<file path="config.mk">
export PLATFORM = sky130hd
export DESIGN_NAME = ctbs_can_tx_buffer_scheduler
export DESIGN_NICKNAME = d
export VERILOG_FILES = /design/src/hw/ctbs_can_tx_buffer_scheduler.v
export VERILOG_INCLUDE_DIRS = /design/src /design/src/hw
export SDC_FILE = /design/constraint.sdc
export NUM_CORES = 1
export LEC_CHECK = 0
export BUFFER_PORTS_ARGS = -buffer_cell sky130_fd_sc_hd__buf_2
export CAP_MARGIN = 20
export CORE_MARGIN = 8
export CORE_UTILIZATION = 40
export CTS_CLUSTER_DIAMETER = 80
export DETAILED_ROUTE_END_ITERATION = 12
export GPL_ROUTABILITY_DRIVEN = 0
export PLACE_DENSITY_LB_ADDON = 0.25
export SLEW_MARGIN = 10
export SYNTH_ARGS = -nofsm -noshare
export SYNTH_HDL_FRONTEND = slang
export SYNTH_SLANG_ARGS = --single-unit
</file>
<file path="constraint.sdc">
create_clock -name clk -period 8.6 [get_ports clk]
set_input_delay 0 -clock clk [delete_from_list [all_inputs] [get_ports clk]]
set_output_delay 0 -clock clk [all_outputs]
set_load 0.02 [all_outputs]
</file>
<file path="src/hw/ctbs_defines.vh">
// Constants for the CAN transmit buffer scheduler: offsets, fields, resets.
// Assumes an APB slave with 32-bit words; byte address = 4 * index.
`ifndef CTBS_DEFINES_VH
`define CTBS_DEFINES_VH

// Printed register indices (not all multiples of four)
`define CTBS_IDX_TS_HIGH 8'h3e
`define CTBS_IDX_TS_LOW 8'h3f
// Chosen register indices
`define CTBS_IDX_PRIORITY 8'h3d
`define CTBS_IDX_TXE 8'h06
`define CTBS_IDX_TIE 8'h07
`define CTBS_IDX_ABORT_REQ 8'h08
`define CTBS_IDX_ABORT_ACK 8'h09
`define CTBS_IDX_BSEL 8'h0a
`define CTBS_IDX_CTRL 8'h0b
`define CTBS_IDX_MSG 8'h20
`define CTBS_MSG_BYTES 13
`define CTBS_DLC_BYTE 12
`define CTBS_RTR_BYTE 3
`define CTBS_DLC_MAX 4'h8
// Control register fields
`define CTBS_CTRL_INIT 0
`define CTBS_CTRL_TIME 1
`define CTBS_CTRL_RESET 2'h1
`define CTBS_TXE_RESET 3'h7
`define CTBS_NBUF 3

`endif

</file>
<file path="src/hw/ctbs_can_tx_buffer_scheduler.v">
// Transmit buffer store and scheduler: three buffers, priority pick,
// timestamps, abort handling. Assumes a frame engine that asks for a
// buffer at each arbitration attempt and reports the outcome.
//
// Chosen here: the APB slave port.
`timescale 1ns/1ps
`include "ctbs_defines.vh"

module ctbs_can_tx_buffer_scheduler (
	input wire clk, // 100 MHz clock
	input wire reset, // Synchronous, active high
	input wire psel, // APB select
	input wire penable, // APB enable
	input wire pwrite, // APB direction
	input wire [11:0] paddr, // APB byte address
	input wire [31:0] pwdata, // APB write data
	output wire pready, // APB ready
	output reg [31:0] prdata, // APB read data
	output wire pslverr, // APB error, unmapped address
	input wire bitTick, // One pulse per CAN bit time
	input wire arbStart, // Pulse just before SOF
	output reg txValid, // A buffer is granted for this frame
	output reg [1:0] txIndex, // Granted buffer
	output reg [3:0] txByteCount, // Data bytes to send
	input wire [3:0] txByteAddr, // Engine reads this message byte
	output reg [7:0] txByte, // Message byte of granted buffer
	input wire txDone, // Pulse: valid EOF sent
	input wire txFail, // Pulse: error or lost arbitration
	output wire txIrq, // Transmit interrupt level
	output wire initMode // Initialization mode active
);

	// ****************************************
	// Storage and state
	// ****************************************
	reg [7:0] msgMem [0:(`CTBS_NBUF*16)-1];
	reg [7:0] localPri_q [0:`CTBS_NBUF-1];
	reg [15:0] stamp_q [0:`CTBS_NBUF-1];
	reg [2:0] txEmpty_q;
	reg [2:0] txEmpty_d;
	reg [2:0] irqMask_q;
	reg [2:0] abortReq_q;
	reg [2:0] abortReq_d;
	reg [2:0] abortAck_q;
	reg [2:0] abortAck_d;
	reg [2:0] bufSel_q;
	reg [1:0] ctrl_q;
	reg [15:0] timer_q;
	reg busy_q;
	reg [1:0] active_q;
	reg [1:0] selIdx;
	reg [2:0] firstEmpty;
	reg [7:0] bestRank;
	reg selFound;
	integer i;
	integer j;

	// ****************************************
	// Address decode
	// ****************************************
	// One register per word; byte address is four times the index
	wire [9:0] idx = paddr[11:2];
	wire wrEn = psel & penable & pwrite;
	wire rdEn = psel & ~penable & ~pwrite;
	wire [1:0] fgIdx = bufSel_q[0] ? 2'h0 : (bufSel_q[1] ? 2'h1 : 2'h2);
	wire fgOk = |(bufSel_q & txEmpty_q);
	wire isMsg = (idx >= {2'h0, `CTBS_IDX_MSG}) &&
		(idx < {2'h0, `CTBS_IDX_MSG} + `CTBS_MSG_BYTES);
	wire [3:0] msgOff = idx[3:0];
	wire [5:0] fgAddr = {fgIdx, msgOff};
	wire [5:0] engAddr = {active_q, txByteAddr};
	wire [2:0] reqs = pwdata[2:0] & txEmpty_q;
	wire mapped = isMsg || idx == {2'h0, `CTBS_IDX_TS_HIGH} ||
		idx == {2'h0, `CTBS_IDX_TS_LOW} ||
		idx == {2'h0, `CTBS_IDX_PRIORITY} ||
		idx == {2'h0, `CTBS_IDX_TXE} || idx == {2'h0, `CTBS_IDX_TIE} ||
		idx == {2'h0, `CTBS_IDX_ABORT_REQ} ||
		idx == {2'h0, `CTBS_IDX_ABORT_ACK} ||
		idx == {2'h0, `CTBS_IDX_BSEL} || idx == {2'h0, `CTBS_IDX_CTRL};
	// Remote flag and length code of the buffer about to be granted
	wire grantRemote = msgMem[{selIdx, 4'h3}][0];
	wire [3:0] grantDlc = msgMem[{selIdx, 4'hc}][3:0];

	// ****************************************
	// Bus and status outputs
	// ****************************************
	// Zero wait states: every access phase completes at once
	assign pready = 1'b1;
	assign pslverr = psel & penable & ~mapped;
	assign initMode = ctrl_q[`CTBS_CTRL_INIT];
	assign txIrq = |(txEmpty_q & irqMask_q);

	// ****************************************
	// Priority selection
	// ****************************************
	always @*
	begin
		selFound = 1'b0;
		selIdx = 2'h0;
		bestRank = 8'hff;
		// Strict less-than keeps the lower index on ties
		// Abort-pending buffers sit out the selection
		for (i = 0; i < `CTBS_NBUF; i = i + 1)
		begin
			if (!txEmpty_q[i] && !abortReq_q[i] &&
				(!selFound || localPri_q[i] < bestRank))
			begin
				selFound = 1'b1;
				selIdx = i[1:0];
				bestRank = localPri_q[i];
			end
		end
		firstEmpty = reqs & (~reqs + 3'h1);
	end

	// ****************************************
	// Flags, abort and completion
	// ****************************************
	always @*
	begin
		txEmpty_d = txEmpty_q;
		abortReq_d = abortReq_q;
		abortAck_d = abortAck_q;
		if (wrEn && idx == {2'h0, `CTBS_IDX_TXE})
			txEmpty_d = txEmpty_q & pwdata[2:0];
		if (wrEn && idx == {2'h0, `CTBS_IDX_ABORT_REQ})
			abortReq_d = (abortReq_q | pwdata[2:0]) & ~txEmpty_q;
		// Hardware sets come last, so they win over a software clear
		for (j = 0; j < `CTBS_NBUF; j = j + 1)
		begin
			// Software clearing empty flag starts a fresh message
			if (wrEn && idx == {2'h0, `CTBS_IDX_TXE} && !pwdata[j])
				abortAck_d[j] = 1'b0;
			// Abort only when not on the bus
			if (abortReq_q[j] && !txEmpty_q[j] &&
				!(busy_q && active_q == j[1:0]))
			begin
				abortAck_d[j] = 1'b1;
				txEmpty_d[j] = 1'b1;
				abortReq_d[j] = 1'b0;
			end
		end
		if (busy_q && txDone)
		begin
			txEmpty_d[active_q] = 1'b1;
			abortAck_d[active_q] = 1'b0;
			abortReq_d[active_q] = 1'b0;
		end
	end

	// ****************************************
	// Flag and control registers
	// ****************************************
	always @(posedge clk)
	begin
		if (reset)
		begin
			txEmpty_q <= `CTBS_TXE_RESET;
			irqMask_q <= 3'h0;
			abortReq_q <= 3'h0;
			abortAck_q <= 3'h0;
			bufSel_q <= 3'h0;
			ctrl_q <= `CTBS_CTRL_RESET;
		end
		else
		begin
			txEmpty_q <= txEmpty_d;
			abortReq_q <= abortReq_d;
			abortAck_q <= abortAck_d;
			if (wrEn && idx == {2'h0, `CTBS_IDX_TIE})
				irqMask_q <= pwdata[2:0];
			if (wrEn && idx == {2'h0, `CTBS_IDX_CTRL})
				ctrl_q <= pwdata[1:0];
			if (wrEn && idx == {2'h0, `CTBS_IDX_BSEL})
				bufSel_q <= firstEmpty;
		end
	end

	// ****************************************
	// Timestamp timer
	// ****************************************
	// Wraps silently; no overflow indication is kept
	always @(posedge clk)
	begin
		if (reset)
			timer_q <= 16'h0000;
		else if (initMode)
			timer_q <= 16'h0000;
		else if (bitTick)
			timer_q <= timer_q + 16'h0001;
	end

	// ****************************************
	// Grant to the frame engine
	// ****************************************
	always @(posedge clk)
	begin
		if (reset)
		begin
			busy_q <= 1'b0;
			active_q <= 2'h0;
			txValid <= 1'b0;
			txIndex <= 2'h0;
			txByteCount <= 4'h0;
		end
		else
		begin
			// Each attempt, retries included, chooses afresh
			if (arbStart && !initMode && selFound)
			begin
				busy_q <= 1'b1;
				active_q <= selIdx;
				txValid <= 1'b1;
				txIndex <= selIdx;
				if (grantRemote)
					txByteCount <= 4'h0;
				else if (grantDlc > `CTBS_DLC_MAX)
					txByteCount <= `CTBS_DLC_MAX;
				else
					txByteCount <= grantDlc;
			end
			else if (busy_q && (txDone || txFail || initMode))
			begin
				busy_q <= 1'b0;
				txValid <= 1'b0;
			end
		end
	end

	// Buffer contents carry no reset, as in the register map
	always @(posedge clk)
	begin
		txByte <= msgMem[engAddr];
		if (busy_q && txDone && ctrl_q[`CTBS_CTRL_TIME])
			stamp_q[active_q] <= timer_q;
		if (wrEn && fgOk && isMsg)
			msgMem[fgAddr] <= pwdata[7:0];
		if (wrEn && fgOk && idx == {2'h0, `CTBS_IDX_PRIORITY})
			localPri_q[fgIdx] <= pwdata[7:0];
	end

	// ****************************************
	// Register read
	// ****************************************
	always @(posedge clk)
	begin
		if (reset)
			prdata <= 32'h00000000;
		else if (rdEn)
		begin
			// Window reads return zero unless the selected buffer is empty
			prdata <= 32'h00000000;
			if (isMsg && fgOk)
				prdata[7:0] <= msgMem[fgAddr];
			else if (idx == {2'h0, `CTBS_IDX_PRIORITY} && fgOk)
				prdata[7:0] <= localPri_q[fgIdx];
			else if (idx == {2'h0, `CTBS_IDX_TS_HIGH} && fgOk)
				prdata[7:0] <= stamp_q[fgIdx][7:0];
			else if (idx == {2'h0, `CTBS_IDX_TS_LOW} && fgOk)
				prdata[7:0] <= stamp_q[fgIdx][15:8];
			else if (idx == {2'h0, `CTBS_IDX_TXE})
				prdata[2:0] <= txEmpty_q;
			else if (idx == {2'h0, `CTBS_IDX_TIE})
				prdata[2:0] <= irqMask_q;
			else if (idx == {2'h0, `CTBS_IDX_ABORT_REQ})
				prdata[2:0] <= abortReq_q;
			else if (idx == {2'h0, `CTBS_IDX_ABORT_ACK})
				prdata[2:0] <= abortAck_q;
			else if (idx == {2'h0, `CTBS_IDX_BSEL})
				prdata[2:0] <= bufSel_q;
			else if (idx == {2'h0, `CTBS_IDX_CTRL})
				prdata[1:0] <= ctrl_q;
		end
	end

endmodule

</file>
---- Word level (Yosys, flattened, before mapping) ----
Memory sizes are Yosys's and may differ from the RTL's. A register that Yosys moved wholly into a read port is not among the register bits.
Index checks and enable logic that the tools add are counted.
storage, ports and cells
  register bits after elaboration ......... 48
  bits in writable memories ............... 456
  input bits .............................. 57
  output and inout bits ................... 51
  logic and storage cells ................. 173
  memories ................................ 3
operators by class
  add/subtract/negate cells ............... 2
  order comparisons ....................... 7
  equal/unequal tests ..................... 11
  muxes and demuxes ....................... 50
  bitwise gates (word level) .............. 20
  reductions and logical operators ........ 69
memory list
  name        depth  width  read ports  clocked after Yosys merged registers in  wr ports  line                               RTL
  msgMem      48     8      4           1                                        1         ctbs_can_tx_buffer_scheduler.v:36  reg [7:0] msgMem [0:(`CTBS_NBUF*16)-1];
  stamp_q     3      16     1           0                                        1         ctbs_can_tx_buffer_scheduler.v:38  reg [15:0] stamp_q [0:`CTBS_NBUF-1];
  localPri_q  3      8      4           0                                        1         ctbs_can_tx_buffer_scheduler.v:37  reg [7:0] localPri_q [0:`CTBS_NBUF-1];
operators with widths
  cell                                                                    count
  10-bit by 4-bit equality test with 1-bit output, second input constant  4
  8-bit two-way mux                                                       5
  1-bit logical AND                                                       36
  10-bit by 6-bit equality test with 1-bit output, second input constant  3
  3-bit two-way mux                                                       10
  1-bit two-way mux                                                       26
  3-bit bitwise AND                                                       7
  10-bit by 3-bit equality test with 1-bit output, second input constant  2
  16-bit by 1-bit adder with 16-bit output, second input constant         1
  8-bit < comparator                                                      2
  1-bit logical NOT                                                       15
  1-bit logical OR                                                        13
  10-bit by 6-bit >= comparator with 1-bit output, second input constant  1
  10-bit by 6-bit < comparator with 1-bit output, second input constant   1
  2-bit two-way mux                                                       5
  3-bit inverter                                                          3
  4-bit two-way mux                                                       2
  3-bit OR                                                                2
  3-bit OR reduction                                                      2
  1-bit bitwise AND                                                       5
  5-bit two-way mux                                                       1
  4-bit greater-than comparator, second input constant                    1
  3-bit by 1-bit adder with 3-bit output, second input constant           1
  2-bit by 3-bit < comparator with 1-bit output, second input constant    1
  8 further kinds                                                         10

---- Longest topological paths before layout ----
An unclocked memory read counts as a cell.
  depth in word-level cells ............... 15
  gate-level depth with buffers ........... 20
  gate-level depth less buffers ........... 17

---- Least setup slack after synthesis ----
Ideal clock, no wire load.
  kind .................................... reg2reg
  from .................................... register txEmpty_q[0]
  to ...................................... register txByteCount[0]
  library setup time ...................... 0.114 ns
  arrival time ............................ 3.806 ns
  required time ........................... 8.486 ns
  slack ................................... 4.680 ns
  stages on the path, launching flop included .. 21
  buffers on the path ..................... 3
  period minus slack after synthesis ...... 3.920 ns
  cell sequence ........................... dfxtp_1 buf_2 or2_2 clkbuf_1 nor2_1 ha_1 a211oi_1 nand2_1 o21a_1 or2_2 clkbuf_1 nand2_1 o21ai_0 ha_1 or2_2 a21oi_1 a21oi_1 o21bai_1 o211ai_1 o21ai_0 a21o_1
on the way
  cells in the longest elaborated chain, start to end .. 15
  elaborated cells between the ends (all ways) .. 22
  those cells by class .................... order compare: 3; mux: 9; reduce/logical: 9; memory: 1
ends and longest elaborated chain
  item                                                     line                                RTL
  start, declared                                          ctbs_can_tx_buffer_scheduler.v:39   reg [2:0] txEmpty_q;
  start signal, assigned                                   ctbs_can_tx_buffer_scheduler.v:158  txEmpty_q <= `CTBS_TXE_RESET;
  start signal, assigned                                   ctbs_can_tx_buffer_scheduler.v:167  txEmpty_q <= txEmpty_d;
  1-bit logical NOT (*)                                    ctbs_can_tx_buffer_scheduler.v:105  if (!txEmpty_q[i] && !abortReq_q[i] &&
  1-bit logical AND (*)                                    ctbs_can_tx_buffer_scheduler.v:105
  8-bit two-way mux or 1-bit two-way mux (tied branches)   ctbs_can_tx_buffer_scheduler.v:105
  8-bit < comparator or 1-bit logical NOT (tied branches)  ctbs_can_tx_buffer_scheduler.v:106  (!selFound || localPri_q[i] < bestRank))
  1-bit logical OR                                         ctbs_can_tx_buffer_scheduler.v:106
  1-bit logical AND                                        ctbs_can_tx_buffer_scheduler.v:105
  8-bit two-way mux or 1-bit two-way mux (tied branches)   ctbs_can_tx_buffer_scheduler.v:105
  8-bit < comparator or 1-bit logical NOT (tied branches)  ctbs_can_tx_buffer_scheduler.v:106
  1-bit logical OR                                         ctbs_can_tx_buffer_scheduler.v:106
  1-bit logical AND                                        ctbs_can_tx_buffer_scheduler.v:105
  2-bit two-way mux                                        ctbs_can_tx_buffer_scheduler.v:105
  memory read 48 x 8 bit                                   -
  4-bit greater-than comparator (no source line)           -
  4-bit two-way mux                                        ctbs_can_tx_buffer_scheduler.v:217  else if (grantDlc > `CTBS_DLC_MAX)
  4-bit two-way mux                                        ctbs_can_tx_buffer_scheduler.v:215  if (grantRemote)
  end signal, assigned                                     ctbs_can_tx_buffer_scheduler.v:218  txByteCount <= `CTBS_DLC_MAX;
  end signal, assigned                                     ctbs_can_tx_buffer_scheduler.v:220  txByteCount <= grantDlc;
  end, declared                                            ctbs_can_tx_buffer_scheduler.v:24   output reg [3:0] txByteCount,
Mark *: on every way between the ends. The rest lies on a longest branch, timed or not.
A chain may end at the register's enable or synchronous reset.

---- Worst setup path in the final report ----
Ends and elaborated chain as after synthesis.

==> run metrics <==
status completed; Synth cell types 63; crit-path max FO 20; CTS tree yes; Core ar. 0.0590 mm^2; crit path kind reg -> reg; FF-to-FF setup slack 4.19 ns; WL per Instance 26.8 um; Clock Sinks 512; Max-slew headroom 23.9%; met1 WL 26500 um; Top Metal Used met4; cell depth of the worst setup path 17; nets 1600; R2R Path Start txEmpty_q[0]; hold slack 0.0697 ns; Starting DRT DRC Count 1404; row count 89; Layout Skew 0.0209 ns; ys flop type edfxtp_1; dpl cells 2232; RR Endpoint txByteCount[0]; All-Layer GR Usage 18.5%; LEAKAGE 8.78 nW; utilization after layout 45.9%; Syn Inst Count 1398; slowest stage cell, crit path or2_2; P&R area growth vs syn 13.5%; first-pass GRT wire length 92400 um; VDD IR max 0.140 mV; Power Dens Cells 203 mW/mm^2; die area 0.0677 mm^2; R2R depth 17; crit path launch type flop; pin count of the biggest net entering global routing 63; Hold Path Depth 5; Final ANT Viol Nets 0; Clock Pin Slew Worst Setup and Hold Paths 0.06 ns; Die Width 260 um; Routed WL 62800 um; Worst Setup End Kind flop; Max-cap violations 0; CTS root buf clkbuf_16; post-cts gate resize count 0; setup TNS 0 ns; Mean Syn Cell Area 17.1 um^2; Max Slew Vio Count 0; H-tree lvl count 2; Met2 Wirelength 29000 um; DRC errors left 0; Final setup viols 0; most used cell, CP or2_2; Overflow after GRT 0; achievable frequency 0.227 GHz; vias in the first global route 13800; synth warn 0; share of layout cells above drive strength 1 27.4%; die span in y 260 um; final hold violations 0; Design Power 5.49 mW; Num CTS Buffers 55; synthesized cell area 0.0238 mm^2; delay-heaviest family, CP compound AO/OA/AOI/OAI gates; Vias/cell 5.82; CP Cell Sequence or2_2 -> nor2_1 -> ha_1 -> a211oi_1 -> nand2_1 -> o21a_1 -> or2_2 -> nand2_1 -> o21ai_0 -> ha_1 -> or2_2 -> a21oi_1 -> a21oi_1 -> o21bai_1 -> o211ai_1 -> o21ai_0 -> a21o_1; Critical Path RT 9.08 ns; WL met3 5180 um; sequential area share after synthesis 62.1%; DP Wirelength 39200 um; Hold Path Sink prdata[4]; Starting Density 40.4%; RSZ-0062 raised after global routing no; Worst Hold Class in -> reg; Max Root-Sink Buffers 3; min-delay src paddr[6]; crit share post-route 51.3%; antenna violations before repair 1; pin slew with the least headroom to its limit 1.14 ns; Async SR Flop Fraction 0%; drt pass-1 iters 5; PortBufs 56; post-route minimum period 4.41 ns; I/O pins 108; Arrival @ worst endpoint 4.89 ns; post-route non-filler standard cell count 2346; Seq cells post-synth 512; worst path bufs/invs 0; CP peak stage delay 0.49 ns; via count 13600; Clock Latency Late Sink 0.60 ns; number of synthesized flops with an enable pin 456
## worst max-delay path by stage
stage                       from        endpoint  slack (ns)
CTS                 txEmpty_q[0]  txByteCount[0]        4.23
global placement    txEmpty_q[0]  txByteCount[1]        4.27
global route        txEmpty_q[0]  txByteCount[2]        3.80
detailed placement  txEmpty_q[0]  txByteCount[0]        4.27
floorplan           txEmpty_q[0]  txByteCount[0]        4.68
finish              txEmpty_q[0]  txByteCount[0]        4.19
## through the flow
stage               worst slack [ns]  cell area, um^2
global route                    3.80            27100
CTS                             4.23            27000
detailed placement              4.27            25100
global placement                4.27            25100
floorplan                       4.68            24200
finish                          4.19            27100
## repair_timing
action                                 4_1_cts  5_1_grt
buffers inserted                             0        0
endpoints found under the hold margin       24        0
hold buffers                                10        0
## per-layer routing
layer / vias to the layer above / global-route usage, %
met5: - / 0
met4: 0 / 6.53
met3: 114 / 4.08
met2: 564 / 28.7
met1: 7107 / 25.7
li1: 5864 / -
## cell usage in the layout, fill, tap and decap left out, types with 6 or more instances in the layout
cell,instances
nor2_1,122
o22ai_1,11
clkinv_2,11
mux2i_1,44
buf_4,27
inv_1,11
o21ai_0,42
clkbuf_1,11
and3_1,9
dlygate4sd3_1,10
nand3_1,19
clkbuf_16,56
nand3b_1,6
a21oi_1,41
mux4_2,235
nand2b_1,6
xnor2_1,6
buf_2,52
buf_6,8
a31oi_1,13
nand2_1,64
ha_1,15
clkbuf_8,11
edfxtp_1,456
or2_2,6
a22oi_1,9
nor3_1,14
xor2_1,10
nor2b_1,6
dfxtp_1,54
conb_1,97
## cell usage after synthesis (4+ instances only)
library cell / number / area, um^2
edfxtp_1: 456 / 13700
mux4_2: 235 / 5290
nor2_1: 122 / 458
nand2_1: 64 / 240
dfxtp_1: 56 / 1120
clkbuf_1: 54 / 203
mux2i_1: 44 / 440
o21ai_0: 42 / 210
a21oi_1: 41 / 205
buf_2: 31 / 155
buf_4: 25 / 188
nand3_1: 19 / 95.1
ha_1: 15 / 188
nor3_1: 14 / 70.1
a31oi_1: 13 / 81.3
inv_1: 11 / 41.3
o22ai_1: 11 / 68.8
xor2_1: 10 / 87.6
a22oi_1: 9 / 67.6
and3_1: 9 / 56.3
buf_1: 9 / 33.8
nand2b_1: 6 / 37.5
nand3b_1: 6 / 45.0
nor2b_1: 6 / 37.5
or2_2: 6 / 37.5
xnor2_1: 6 / 52.6
a21o_1: 5 / 37.5
nand4_1: 5 / 31.3
o211ai_1: 5 / 37.5
a32oi_1: 4 / 35.0
and2_1: 4 / 25.0
nor3b_1: 4 / 30.0
nor4_1: 4 / 25.0
## layout make-up
cell class / count / area (um^2)
Antenna cell: 1 / 2.50
Clock buffer: 78 / 1590
Clock inverter: 23 / 231
Fill cell: 5057 / 32000
Inverter: 11 / 41.3
Multi-Input combinational cell: 851 / 8760
Sequential cell: 512 / 14800
Tap cell: 773 / 967
Timing Repair Buffer: 97 / 653
## cells by family after synthesis
kind of cell | Yosys count | synth area share (%)
AOI/OAI and AO/OA | 157 | 4.08
xor gates and xnor gates | 16 | 0.588
adders and majority gates | 15 | 0.787
buffers and inverters | 130 | 2.60
DFF | 512 | 62.1
muxes | 282 | 24.2
other | 2 | 0.0315
and+or+nand+nor | 284 | 5.58
## sequential cells by signal (all words and copies together), names as in the netlist
signal,count
abortAck_q,3
abortReq_q,3
active_q,2
bufSel_q,3
busy_q,1
ctrl_q,2
irqMask_q,3
localPri_q,24
msgMem,384
prdata,8
stamp_q,48
timer_q,16
txByte,8
txByteCount,4
txEmpty_q,3
## worst reg2reg max path, stage by stage, from the launching register on
cell,delay (ns)
dfxtp_1,0.41
or2_2,0.45
nor2_1,0.18
ha_1,0.28
a211oi_1,0.21
nand2_1,0.11
o21a_1,0.27
or2_2,0.49
nand2_1,0.12
o21ai_0,0.09
ha_1,0.31
or2_2,0.30
a21oi_1,0.15
a21oi_1,0.10
o21bai_1,0.21
o211ai_1,0.30
o21ai_0,0.16
a21o_1,0.16
## report_power, final
group / switching, mW / internal [mW] / total, mW / leakage [nW]
Combinational: 0.209 / 0.154 / 0.363 / 3.35
Sequential: 0.0148 / 2.74 / 2.75 / 4.54
Clock: 0.969 / 1.41 / 2.38 / 0.898
Total: 1.19 / 4.30 / 5.49 / 8.78
(Power assumes the default switching activity.)
